==> src/acc_pkg.sv <==
// Constants and types shared by the calibration control register bank
package acc_pkg;

    // Register indices as printed; byte address is four times the index
    localparam logic [7:0]  ACC_RUN_CTRL_IDX   = 8'h61;
    localparam logic [7:0]  ACC_CFG_A_IDX      = 8'h62;
    localparam logic [7:0]  ACC_CFG_B_IDX      = 8'h65;
    localparam logic [7:0]  ACC_STATUS_IDX     = 8'h6A;
    localparam logic [7:0]  ACC_LINK_CTRL_IDX  = 8'h7F;
    localparam logic [31:0] ACC_RUN_CTRL_ADDR  = {22'h000000, ACC_RUN_CTRL_IDX, 2'b00};
    localparam logic [31:0] ACC_CFG_A_ADDR     = {22'h000000, ACC_CFG_A_IDX, 2'b00};
    localparam logic [31:0] ACC_CFG_B_ADDR     = {22'h000000, ACC_CFG_B_IDX, 2'b00};
    localparam logic [31:0] ACC_STATUS_ADDR    = {22'h000000, ACC_STATUS_IDX, 2'b00};
    localparam logic [31:0] ACC_LINK_CTRL_ADDR = {22'h000000, ACC_LINK_CTRL_IDX, 2'b00};

    // Reset values
    localparam logic [7:0]  ACC_RUN_CTRL_RST   = 8'h01;
    localparam logic [7:0]  ACC_CFG_A_RST      = 8'h01;
    localparam logic [7:0]  ACC_CFG_B_RST      = 8'h01;
    localparam logic [7:0]  ACC_LINK_CTRL_RST  = 8'h00;

    // Field positions
    localparam int          ACC_RUN_BIT        = 0;
    localparam int          ACC_FG_BIT         = 0;
    localparam int          ACC_BG_BIT         = 1;
    localparam int          ACC_FGOS_BIT       = 2;
    localparam int          ACC_BGOS_BIT       = 3;
    localparam int          ACC_OFFSET_REFERENCE_SELECT_BIT      = 2;
    localparam int          ACC_DONE_BIT       = 0;
    localparam int          ACC_LINK_BIT       = 0;

    // Foreground pass duration
    localparam int          ACC_CLK_PERIOD_NS  = 50;
    localparam int          ACC_FG_CAL_TIME_NS = 1000;
    localparam int          ACC_FG_CAL_CYCLES  = (ACC_FG_CAL_TIME_NS + ACC_CLK_PERIOD_NS - 1) / ACC_CLK_PERIOD_NS;
    localparam int          ACC_CNT_W          = 5;

    // AHB transfer type
    localparam logic [1:0]  ACC_HTRANS_NONSEQ  = 2'h2;

    // Register selected by an address
    typedef enum logic [2:0] {
        ACC_SEL_NONE = 3'h0,
        ACC_SEL_RUN  = 3'h1,
        ACC_SEL_CFGA = 3'h2,
        ACC_SEL_CFGB = 3'h3,
        ACC_SEL_STAT = 3'h4,
        ACC_SEL_LINK = 3'h5
    } acc_sel_e;

    // Engine states, Gray along hold, clear, foreground, running
    typedef enum logic [1:0] {
        ACC_ST_HOLD  = 2'b00,
        ACC_ST_CLEAR = 2'b01,
        ACC_ST_FG    = 2'b11,
        ACC_ST_RUN   = 2'b10
    } acc_state_e;

endpackage

==> src/acc_engine.sv <==
// Calibration engine sequencer: hold, clear values, foreground pass, running
`timescale 1ns/1ps
module acc_engine
    import acc_pkg::*;
(
    // Clock and reset
    input  wire logic i_clock,
    input  wire logic i_arst_n,
    // Control and configuration
    input  wire logic i_run,
    input  wire logic i_fg,
    input  wire logic i_bg,
    input  wire logic i_fgos,
    input  wire logic i_bgos,
    input  wire logic i_offset_reference_select,
    // Engine state
    output logic      o_done,
    output logic      o_clear_values,
    output logic      o_fg_active,
    output logic      o_bg_active,
    output logic      o_fgos_active,
    output logic      o_bgos_active,
    output logic      o_ref_spare
);

    acc_state_e             state_r;
    logic [ACC_CNT_W-1:0]   cnt_r;
    logic                   fg_r;
    logic                   bg_r;
    logic                   fgos_r;
    logic                   bgos_r;
    logic                   offset_reference_select_r;

    // Sequencer; a low run bit forces hold from any state
    always_ff @(posedge i_clock or negedge i_arst_n) begin
        if (!i_arst_n) begin
            state_r <= ACC_ST_HOLD;
            cnt_r   <= '0;
        end else if (!i_run) begin
            state_r <= ACC_ST_HOLD;
            cnt_r   <= '0;
        end else begin
            case (state_r)
                ACC_ST_HOLD: begin
                    state_r <= ACC_ST_CLEAR;
                end
                ACC_ST_CLEAR: begin
                    cnt_r   <= ACC_CNT_W'(ACC_FG_CAL_CYCLES - 1);
                    state_r <= fg_r ? ACC_ST_FG : ACC_ST_RUN;
                end
                ACC_ST_FG: begin
                    if (cnt_r == '0) begin
                        state_r <= ACC_ST_RUN;
                    end else begin
                        cnt_r <= cnt_r - 1'b1;
                    end
                end
                ACC_ST_RUN: begin
                    state_r <= ACC_ST_RUN;
                end
                default: begin
                    state_r <= ACC_ST_HOLD;
                end
            endcase
        end
    end

    // Settings are captured only when leaving hold
    always_ff @(posedge i_clock or negedge i_arst_n) begin
        if (!i_arst_n) begin
            fg_r    <= 1'b1;
            bg_r    <= 1'b0;
            fgos_r  <= 1'b0;
            bgos_r  <= 1'b0;
            offset_reference_select_r <= 1'b0;
        end else if (state_r == ACC_ST_HOLD && i_run) begin
            fg_r    <= i_fg;
            bg_r    <= i_bg;
            fgos_r  <= i_fgos;
            bgos_r  <= i_bgos;
            offset_reference_select_r <= i_offset_reference_select;
        end
    end

    // Registered outputs derived from state and captured settings
    always_ff @(posedge i_clock or negedge i_arst_n) begin
        if (!i_arst_n) begin
            o_done         <= 1'b0;
            o_clear_values <= 1'b0;
            o_fg_active    <= 1'b0;
            o_bg_active    <= 1'b0;
            o_fgos_active  <= 1'b0;
            o_bgos_active  <= 1'b0;
            o_ref_spare    <= 1'b0;
        end else begin
            o_done         <= i_run && (state_r == ACC_ST_RUN);
            o_clear_values <= i_run && (state_r == ACC_ST_CLEAR);
            o_fg_active    <= i_run && (state_r == ACC_ST_FG);
            o_bg_active    <= i_run && (state_r == ACC_ST_RUN) && bg_r;
            o_fgos_active  <= i_run && (state_r == ACC_ST_FG) && fgos_r;
            o_bgos_active  <= i_run && (state_r == ACC_ST_RUN) && bg_r && bgos_r;
            o_ref_spare    <= offset_reference_select_r;
        end
    end

    // Checks on the sequencer
    chk_hold_when_low: assert property (@(posedge i_clock) disable iff (!i_arst_n)
        !i_run |=> (state_r == ACC_ST_HOLD) && !o_done ##1 !o_fg_active && !o_bg_active)
        else $error("engine not held while run bit low");

    chk_skip_to_done: assert property (@(posedge i_clock) disable iff (!i_arst_n)
        (state_r == ACC_ST_CLEAR) && !fg_r && i_run ##1 i_run |-> ##1 o_done)
        else $error("skipped foreground did not complete");

    chk_fg_length: assert property (@(posedge i_clock) disable iff (!i_arst_n)
        $rose(o_fg_active) |-> (o_fg_active || !i_run)[*8])
        else $error("foreground pass ended too early");

    chk_bgos_gated: assert property (@(posedge i_clock) disable iff (!i_arst_n)
        o_bgos_active |-> o_bg_active)
        else $error("background offset active without background");

    chk_fgos_gated: assert property (@(posedge i_clock) disable iff (!i_arst_n)
        o_fgos_active |-> o_fg_active && fg_r)
        else $error("foreground offset active without foreground");

    chk_cfg_frozen: assert property (@(posedge i_clock) disable iff (!i_arst_n)
        (state_r != ACC_ST_HOLD) |=> $stable(fg_r) && $stable(bg_r) && $stable(offset_reference_select_r))
        else $error("settings changed while running");

endmodule

==> src/acc_cal_regs.sv <==
// Calibration control register bank with AHB-Lite slave and engine
//
// Register access over AHB-Lite was decided locally.
`timescale 1ns/1ps
module acc_cal_regs
    import acc_pkg::*;
(
    // Clock and reset
    input  wire logic        i_clock,
    input  wire logic        i_arst_n,
    // AHB-Lite slave
    input  wire logic        i_hsel,
    input  wire logic [31:0] i_haddr,
    input  wire logic [1:0]  i_htrans,
    input  wire logic        i_hwrite,
    input  wire logic [2:0]  i_hsize,
    input  wire logic [31:0] i_hwdata,
    input  wire logic        i_hready,
    output logic             o_hreadyout,
    output logic [31:0]      o_hrdata,
    output logic             o_hresp,
    // Clocking and link control
    output logic             o_cal_run,
    output logic             o_divider_reset,
    output logic             o_serial_link_enable,
    // Calibration engine state
    output logic             o_cal_clear_values,
    output logic             o_fg_cal_active,
    output logic             o_bg_cal_active,
    output logic             o_fg_offset_active,
    output logic             o_bg_offset_active,
    output logic             o_offset_ref_spare,
    output logic             o_foreground_complete
);

    // Address decode shared by read and write paths
    function automatic acc_sel_e acc_decode(input logic [31:0] addr);
        acc_sel_e sel;
        sel = ACC_SEL_NONE;
        case (addr)
            ACC_RUN_CTRL_ADDR:  sel = ACC_SEL_RUN;
            ACC_CFG_A_ADDR:     sel = ACC_SEL_CFGA;
            ACC_CFG_B_ADDR:     sel = ACC_SEL_CFGB;
            ACC_STATUS_ADDR:    sel = ACC_SEL_STAT;
            ACC_LINK_CTRL_ADDR: sel = ACC_SEL_LINK;
            default:            sel = ACC_SEL_NONE;
        endcase
        return sel;
    endfunction

    logic [7:0]  run_ctrl_r;
    logic [7:0]  cfg_a_r;
    logic [7:0]  cfg_b_r;
    logic [7:0]  link_ctrl_r;
    logic        wr_pend_r;
    acc_sel_e    wr_sel_r;
    logic        addr_ok;
    acc_sel_e    addr_sel;
    logic [7:0]  rd_byte;
    logic        eng_done;
    logic        eng_clear;
    logic        eng_fg;
    logic        eng_bg;
    logic        eng_fgos;
    logic        eng_bgos;
    logic        eng_ref;

    // Address phase qualification
    assign addr_ok  = i_hsel && i_hready && (i_htrans == ACC_HTRANS_NONSEQ);
    assign addr_sel = acc_decode(i_haddr);

    // Read multiplexer, unmapped addresses read zero; reserved bits read back as stored, except status reserved bits, which read zero
    always_comb begin
        rd_byte = 8'h00;
        case (addr_sel)
            ACC_SEL_RUN:  rd_byte = run_ctrl_r;
            ACC_SEL_CFGA: rd_byte = cfg_a_r;
            ACC_SEL_CFGB: rd_byte = cfg_b_r;
            ACC_SEL_STAT: rd_byte = {7'h00, eng_done};
            ACC_SEL_LINK: rd_byte = link_ctrl_r;
            default:      rd_byte = 8'h00;
        endcase
    end

    // Write address held for the following data phase
    always_ff @(posedge i_clock or negedge i_arst_n) begin
        if (!i_arst_n) begin
            wr_pend_r <= 1'b0;
            wr_sel_r  <= ACC_SEL_NONE;
        end else if (i_hready) begin
            wr_pend_r <= addr_ok && i_hwrite;
            wr_sel_r  <= addr_sel;
        end
    end

    // Read data captured at the address phase, valid in the data phase
    always_ff @(posedge i_clock or negedge i_arst_n) begin
        if (!i_arst_n) begin
            o_hrdata <= 32'h0000_0000;
        end else if (addr_ok && !i_hwrite) begin
            o_hrdata <= {24'h000000, rd_byte};
        end
    end

    // Zero wait states and OKAY response always
    always_ff @(posedge i_clock or negedge i_arst_n) begin
        if (!i_arst_n) begin
            o_hreadyout <= 1'b1;
            o_hresp     <= 1'b0;
        end else begin
            o_hreadyout <= 1'b1;
            o_hresp     <= 1'b0;
        end
    end

    // Run control register; reset value lets calibration run
    always_ff @(posedge i_clock or negedge i_arst_n) begin
        if (!i_arst_n) begin
            run_ctrl_r <= ACC_RUN_CTRL_RST;
        end else if (wr_pend_r && wr_sel_r == ACC_SEL_RUN) begin
            run_ctrl_r <= i_hwdata[7:0];
        end
    end

    // First configuration register
    always_ff @(posedge i_clock or negedge i_arst_n) begin
        if (!i_arst_n) begin
            cfg_a_r <= ACC_CFG_A_RST;
        end else if (wr_pend_r && wr_sel_r == ACC_SEL_CFGA) begin
            cfg_a_r <= i_hwdata[7:0];
        end
    end

    // Second configuration register; reserved low bits reset to 01
    always_ff @(posedge i_clock or negedge i_arst_n) begin
        if (!i_arst_n) begin
            cfg_b_r <= ACC_CFG_B_RST;
        end else if (wr_pend_r && wr_sel_r == ACC_SEL_CFGB) begin
            cfg_b_r <= i_hwdata[7:0];
        end
    end

    // Serial link enable register; ordering against run is software's duty
    always_ff @(posedge i_clock or negedge i_arst_n) begin
        if (!i_arst_n) begin
            link_ctrl_r <= ACC_LINK_CTRL_RST;
        end else if (wr_pend_r && wr_sel_r == ACC_SEL_LINK) begin
            link_ctrl_r <= i_hwdata[7:0];
        end
    end

    // Run level and divider reset outputs
    always_ff @(posedge i_clock or negedge i_arst_n) begin
        if (!i_arst_n) begin
            o_cal_run            <= 1'b0;
            o_divider_reset      <= 1'b1;
            o_serial_link_enable <= 1'b0;
        end else begin
            o_cal_run            <= run_ctrl_r[ACC_RUN_BIT];
            o_divider_reset      <= !run_ctrl_r[ACC_RUN_BIT];
            o_serial_link_enable <= link_ctrl_r[ACC_LINK_BIT];
        end
    end

    // Calibration engine
    acc_engine u_engine (
        .i_clock        (i_clock),
        .i_arst_n       (i_arst_n),
        .i_run          (run_ctrl_r[ACC_RUN_BIT]),
        .i_fg           (cfg_a_r[ACC_FG_BIT]),
        .i_bg           (cfg_a_r[ACC_BG_BIT]),
        .i_fgos         (cfg_a_r[ACC_FGOS_BIT]),
        .i_bgos         (cfg_a_r[ACC_BGOS_BIT]),
        .i_offset_reference_select        (cfg_b_r[ACC_OFFSET_REFERENCE_SELECT_BIT]),
        .o_done         (eng_done),
        .o_clear_values (eng_clear),
        .o_fg_active    (eng_fg),
        .o_bg_active    (eng_bg),
        .o_fgos_active  (eng_fgos),
        .o_bgos_active  (eng_bgos),
        .o_ref_spare    (eng_ref)
    );

    // Engine state outputs, straight from the engine's flops
    assign o_cal_clear_values    = eng_clear;
    assign o_fg_cal_active       = eng_fg;
    assign o_bg_cal_active       = eng_bg;
    assign o_fg_offset_active    = eng_fgos;
    assign o_bg_offset_active    = eng_bgos;
    assign o_offset_ref_spare    = eng_ref;
    assign o_foreground_complete = eng_done;

    // Checks on the register bank
    chk_divider_reset_low: assert property (@(posedge i_clock) disable iff (!i_arst_n)
        !run_ctrl_r[ACC_RUN_BIT] |=> o_divider_reset && !o_cal_run)
        else $error("dividers not reset while run bit low");

    chk_run_level_out: assert property (@(posedge i_clock) disable iff (!i_arst_n)
        $rose(run_ctrl_r[ACC_RUN_BIT]) |=> o_cal_run && !o_divider_reset ##1 !o_foreground_complete)
        else $error("run output did not follow run bit");

    chk_run_write: assert property (@(posedge i_clock) disable iff (!i_arst_n)
        wr_pend_r && wr_sel_r == ACC_SEL_RUN |=> run_ctrl_r == $past(i_hwdata[7:0]))
        else $error("run control write lost");

    chk_cfg_a_write: assert property (@(posedge i_clock) disable iff (!i_arst_n)
        wr_pend_r && wr_sel_r == ACC_SEL_CFGA |=> cfg_a_r == $past(i_hwdata[7:0]))
        else $error("first configuration write lost");

    chk_status_read: assert property (@(posedge i_clock) disable iff (!i_arst_n)
        addr_ok && !i_hwrite && addr_sel == ACC_SEL_STAT |=> o_hrdata == {31'h0, $past(eng_done)})
        else $error("status read does not show completion flag");

    chk_unmapped_zero: assert property (@(posedge i_clock) disable iff (!i_arst_n)
        addr_ok && !i_hwrite && addr_sel == ACC_SEL_NONE |=> o_hrdata == 32'h0000_0000)
        else $error("unmapped read not zero");

    chk_bus_ready: assert property (@(posedge i_clock) disable iff (!i_arst_n)
        o_hreadyout && !o_hresp)
        else $error("slave stalled or answered error");

    chk_done_cleared: assert property (@(posedge i_clock) disable iff (!i_arst_n)
        $fell(run_ctrl_r[ACC_RUN_BIT]) |-> ##1 !o_foreground_complete ##1 !o_bg_cal_active)
        else $error("completion flag survived run bit clear");

endmodule

==> config.mk <==
export PLATFORM = sky130hd
export DESIGN_NAME = acc_cal_regs
export DESIGN_NICKNAME = d
export VERILOG_FILES = /design/src/acc_pkg.sv /design/src/acc_engine.sv /design/src/acc_cal_regs.sv
export SDC_FILE = /design/constraint.sdc
export NUM_CORES = 1
export LEC_CHECK = 0
export ABC_AREA = 1
export BUFFER_PORTS_ARGS = -buffer_cell sky130_fd_sc_hd__buf_2
export CAP_MARGIN = 20
export CORE_MARGIN = 4
export CORE_UTILIZATION = 50
export DETAILED_ROUTE_END_ITERATION = 10
export GPL_TIMING_DRIVEN = 0
export PLACE_DENSITY_LB_ADDON = 0.05
export SYNTH_ARGS = -nofsm -noshare
export SYNTH_HDL_FRONTEND = slang
export SYNTH_HIERARCHICAL = 1
export SYNTH_SLANG_ARGS = --single-unit
==> constraint.sdc <==
create_clock -name i_clock -period 1.3 [get_ports i_clock]
set_input_delay 0.26 -clock i_clock [delete_from_list [all_inputs] [get_ports i_clock]]
set_output_delay 0.26 -clock i_clock [all_outputs]
set_load 0.01 [all_outputs]
# Word level (Yosys, flattened, before mapping)
# Cells that the tools add are included.
# op_classes
n_addsub	1
n_eq_ne	21
n_mux	9
reduce_logical	20
# op_table
op	count
$eq A32 B9 Y1 const B	5
$pmux W8 S5	1
$logic_and A1 B1 Y1	15
$pmux W3 S5	1
$eq A3 B2 Y1 const B	4
$mux W5	2
$pmux W5 S2	1
$eq A3 B3 Y1 const B	3
$pmux W2 S4	1
$eq A2 B2 Y1 const B	3
$eq A3 B1 Y1 const B	2
$logic_not A5 Y1	1
$sub A5 B1 Y5 const B	1
$mux W2	2
$ne A3 B1 Y1 const B	1
$ne A3 B2 Y1 const B	1
$ne A3 B3 Y1 const B	1
$eq A2 B1 Y1 const B	1
$logic_not A1 Y1	2
$logic_not A2 Y1	1
$reduce_and A2 Y1	1
$mux W1	1
# totals
regBits	66
in_bits	74
out_inout_bits	44
word_cells	75

# Depth between registers and ports, before layout
# depth
word_depth	4
depth_mapped	12
depth_no_buf	11

# Modules after synthesis
# The synthesis kept the hierarchy.
# modules_own_cells
module	n_inst	cells_each	area_each_um2	seq_area_each_um2
acc_cal_regs	1	324	2514.9	1181.1
acc_engine	1	94	823.3	476.7

# Worst setup path before layout
# Ideal clock, no wire load.
# synth_path
path_kind	input -> register
from	input port i_haddr[9]
to	register o_hrdata[1]
setup_ps	65
arrival_time_ps	1161
required_ps	1235
path_slack_ps	74
stages	11
n_path_buf	1
path_cell_list	inv_1 -> nand2_1 -> nor2_2 -> nand2_4 -> nor2_4 -> and2_4 -> buf_6 -> nand2_2 -> nand4_1 -> nand2_1 -> nand2_1
# synth_via
elab_chain_cells	4
elab_cells_between_ends	12
cone_classes	10 x eq/ne; 2 x mux
# synth_lines
element	line_no	source
start, declared	acc_cal_regs.sv:13	input wire logic [31:0] i_haddr,
$eq A32 B9 Y1	acc_cal_regs.sv:40	case (addr)
$pmux W3 S5 *	acc_cal_regs.sv:40	
$eq A3 B3 Y1 (tied with other cells)	acc_cal_regs.sv:75	case (addr_sel)
$pmux W8 S5 *	acc_cal_regs.sv:75	
end signal, assigned	acc_cal_regs.sv:101	o_hrdata <= {24'h000000, rd_byte};
end, declared	acc_cal_regs.sv:20	output logic [31:0] o_hrdata,
# Mark *: on every way between the ends. The rest lies on a longest branch, timed or not.
# A chain may end at the register's enable or synchronous reset.

# Worst setup path after layout
# layout_path
from	register wr_pend_r
to	register cfg_b_r[7]
# layout_via
elab_chain_cells	1
# layout_lines
element	line_no	source
start, declared	acc_cal_regs.sv:55	logic wr_pend_r;
start signal, assigned	acc_cal_regs.sv:91	wr_pend_r <= addr_ok && i_hwrite;
$logic_and A1 B1 Y1	acc_cal_regs.sv:138	end else if (wr_pend_r && wr_sel_r == ACC_SEL_CFGB) begin
end signal, assigned	acc_cal_regs.sv:139	cfg_b_r <= i_hwdata[7:0];
end, declared	acc_cal_regs.sv:53	logic [7:0] cfg_b_r;
# Every way passes these cells.

==> results.rst <==
.. list-table::
   :header-rows: 1

   * - Metric
     - Value
   * - Layout cells sized above 1
     - 31.3%
   * - Number of I/O pins
     - 118
   * - DRT iter0 DRCs
     - 194
   * - Crit Reg-Reg Endpoint
     - cfg_b_r[7]$_DFFE_PN0P_
   * - Launching element type of the critical path
     - register
   * - Part of the Yosys area used for sequential elements
     - 49.7%
   * - Pwr per Cell Area
     - 1340 nW/um2
   * - Cell area after placement
     - roughly 3800 um2
   * - Crit share post-route
     - 95.6%
   * - Number of flops mapped to enable cells by yosys
     - 0
   * - Maximum number of pins on one net before global-route repair
     - 67
   * - Starting density of the core
     - 52.0%
   * - Mean instance size in the synthesized netlist
     - 7.99 um2
   * - Clock transition at path regs
     - ~0.070 ns
   * - Most common cell in the netlist
     - nand2_1
   * - Remaining design rule violation count
     - 0
   * - Yosys warnings
     - 6
   * - Max capacitance violation total
     - 0
   * - Data required time at the worst endpoint
     - 1.53 ns
   * - Number of cell rows
     - 29
   * - Number of vias per cell after detailed routing
     - 4.73
   * - Number of clock sinks seen by CTS
     - 66
   * - Path type of the worst setup path
     - register to register
   * - Max-slew violation total from the final report
     - 0
   * - Die Footprint
     - 8050 um2
   * - Number of buffers inserted by port buffering
     - 64
   * - Final-layout fill cell count
     - slightly below 600
   * - Post-synthesis sequential element count
     - 66
   * - Worst-case vdd ir drop
     - 1.05 mV
   * - Number of distinct library cells after synthesis
     - 30
   * - Final Hold Vio Count
     - 10
   * - Floorplan Core Area
     - about 6400 um2
   * - Overall Power
     - 5.66 mW
   * - Clk Latency, worst-skew pair
     - 0.35 ns
   * - Layout Nets
     - around 600
   * - Total Routing Usage GR
     - 19.1%
   * - Ranking of synthesized cells by instance count
     - nand2_1, dfrtp_1, inv_1, o21ai_0, nand3_1
   * - Deepest level of the CTS H-tree
     - 3
   * - Final setup skew
     - 0.00705 ns
   * - Aggregate routed wire length
     - 7500 um
   * - Most used DFF post-synth
     - dfrtp_1
   * - CTS tree
     - yes
   * - Cell breakdown of the critical path
     - inv_1, nor2_4, nand3_4, buf_4, nand2_1, o21ai_0
   * - Root cell of the clock tree
     - clkbuf_8
   * - Area Growth Syn to Fin
     - 26.3%
   * - Die Wd
     - 89.7 um
   * - Iteration count of the initial detailed-routing pass
     - 5
   * - Post-route worst hold slack
     - -0.0164 ns
   * - Area share of the largest cell type after synthesis
     - 45.7%
   * - First-pass GRT wire length
     - ~12000 um
   * - Depth of the most critical reg-to-reg path
     - 6
   * - Post-detailed-route wirelength per cell
     - 12.3 um
   * - Total via count after detailed routing
     - 2877
   * - Post-synthesis cell type with the largest combined area
     - dfrtp_1
   * - Biggest area contributors in the synthesized netlist
     - dfrtp_1, nand2_1, buf_4
   * - Antenna violation net count after detailed routing
     - 0
   * - Vias in the first global route
     - ~2.7k
   * - Violations in the final reports
     - hold timing
   * - Global route total overflow
     - 0
   * - GPL Wtd Cong
     - 0.841
   * - Antenna violations before repair
     - 0
   * - Worst relative slew slack
     - 45.7%
   * - Buffers from clock root to sink, at most
     - 2
   * - Status
     - finished with violations
   * - Crit-path max FO
     - 10
   * - Maximum clock frequency
     - 805 MHz
   * - Number of buffers created by CTS
     - 9
   * - HP Class
     - input port to async pin
   * - Cell area after synthesis
     - 3340 um2
   * - Final cell count without fillers
     - 608
   * - Kind of end point of the critical path
     - register
   * - Number of setup violations in the final report
     - 0
   * - Static Leak
     - 2.33 nW
   * - CP arrival
     - 1.47 ns
   * - Total inserted antenna cells
     - 0
   * - Final core utilization
     - 65.7%
   * - Time the final worst path needs with I/O delays and setup
     - 1.24 ns
   * - Worst R2R Setup Slack
     - between 0.05 and 0.06 ns
   * - Final design area excluding fillers
     - 4220 um2
   * - Die outline height
     - 89.7 um
   * - Number of cells produced by synthesis
     - around 420
   * - Crit-path max cell delay
     - about 0.37 ns
   * - Placed Cells incl. Taps
     - 583
   * - Worst flop-to-flop path startpoint
     - wr_pend_r$_DFFE_PN0P_
   * - Cell with the biggest individual delay on the critical path
     - dfrtp_1
   * - Hold buffer count at CTS
     - 0
   * - Worst Max-Slew Pin Slew
     - 0.814 ns
   * - Placed wire-length estimate
     - roughly 5400 um
   * - Async set-reset flop share out of synthesis
     - 100%
-- kinds of logic (layout without fill, tap and decap cells) --
kind of cell               Yosys count  in the layout  share of synthesized area, %
DFF                                 66             66                          49.7
AOI/OAI and AO/OA                   42             42                          6.56
other                                2             26                         0.225
buffers and inverters               84            173                          13.1
adders and majority gates            1              1                         0.375
and+or+nand+nor                    222            222                          29.8
xor gates and xnor gates             1              1                         0.262
-- area by class of cell --
type                    instances  area [um2]  area share [%]
clock inverters                 6        41.3           0.979
plain buffers                  34         272            6.44
multi-input cells             292        1430            33.9
flip-flops and latches         66        1660            39.3
clock buffers                  10         138            3.26
well taps                      77        96.3            2.28
repair buffers                 74         398            9.44
inverters                      49         184            4.36
-- per-layer routing --
metal | wire (um) | vias to the layer above | track usage [%]
met2 | 3360 | 91 | 29.1
met1 | 3480 | 1301 | 26.2
li1 | - | 1479 | -
met4 | 52 | 0 | 5.62
met5 | 0 | - | 0
met3 | 603 | 6 | 6.34
-- where the power goes --
| group | internal (mW) | switching, mW | leakage, nW |
|---|---|---|---|
| Clock | 0.746 | 0.803 | 0.0964 |
| Combinational | 0.614 | 0.877 | 1.51 |
| Sequential | 2.41 | 0.215 | 0.725 |
| Total | 3.77 | 1.90 | 2.33 |
-- state kept, by name (all words and copies together) (netlist names), 2 cells and up --
| name | cells |
|---|---|
| cfg_a_r | 8 |
| cfg_b_r | 8 |
| link_ctrl_r | 8 |
| o_hrdata | 8 |
| run_ctrl_r | 8 |
| u_engine/cnt_r | 5 |
| wr_sel_r | 3 |
| u_engine/state_r | 2 |
-- what timing repair did --
action,in CTS,in global routing
buffers inserted,1,9
setup endpoints to repair,37,40
pin swaps,3,4
resized for setup,17,23
-- worst max-delay path by stage --
stage | from | to | slack [ns]
CTS | wr_sel_r[2]$_DFFE_PN0P_ | cfg_b_r[7]$_DFFE_PN0P_ | -0.05
floorplan | i_haddr[9] | o_hrdata[1]$_DFFE_PN0P_ | 0.07
finish | wr_pend_r$_DFFE_PN0P_ | cfg_b_r[7]$_DFFE_PN0P_ | 0.06
global route | wr_pend_r$_DFFE_PN0P_ | cfg_b_r[7]$_DFFE_PN0P_ | -0.02
global placement | i_arst_n | u_engine/cnt_r[2]$_DFFE_PN0P_ | -0.27
detailed placement | i_haddr[9] | o_hrdata[6]$_DFFE_PN0P_ | -0.31
-- critical path: cells and delay by family, from the launching register on --
family                 cells  cell delay (ns)
AND/OR/NAND/NOR            3             0.40
AO/OA/AOI/OAI              1             0.07
buffers and inverters      2             0.29
flip-flops                 1             0.37
-- cell usage in the layout (no fill, tap or decap) --
cell type	count
nand3_2	1
inv_1	44
nor2_4	8
xnor2_1	1
nand2_2	8
conb_1	26
o21ai_0	32
clkinv_4	2
and2_1	1
buf_4	38
ha_4	1
nand2_1	124
dfstp_2	5
o211ai_1	2
inv_6	1
clkinv_2	3
clkbuf_4	1
o21ai_1	5
nor2_1	25
dfrtp_1	60
nand3_4	3
and2_0	1
nand2_4	3
inv_2	4
nor3_1	1
buf_6	5
and3_1	2
dfrtp_2	1
nand4_1	7
and2_4	1
a21oi_1	2
clkinv_1	1
o21ai_4	1
clkbuf_8	10
nor2_2	6
nand3_1	31
buf_2	64
-- through the flow --
step	setup WS [ns]	TNS, ns
after CTS	-0.0494	-0.349
after global placement	-0.269	-22.69
after detailed placement	-0.309	-7.07
after floorplan	0.0741	0
after global routing	-0.0171	-0.0458
final	0.0570	0
(Power assumes the default switching activity.)
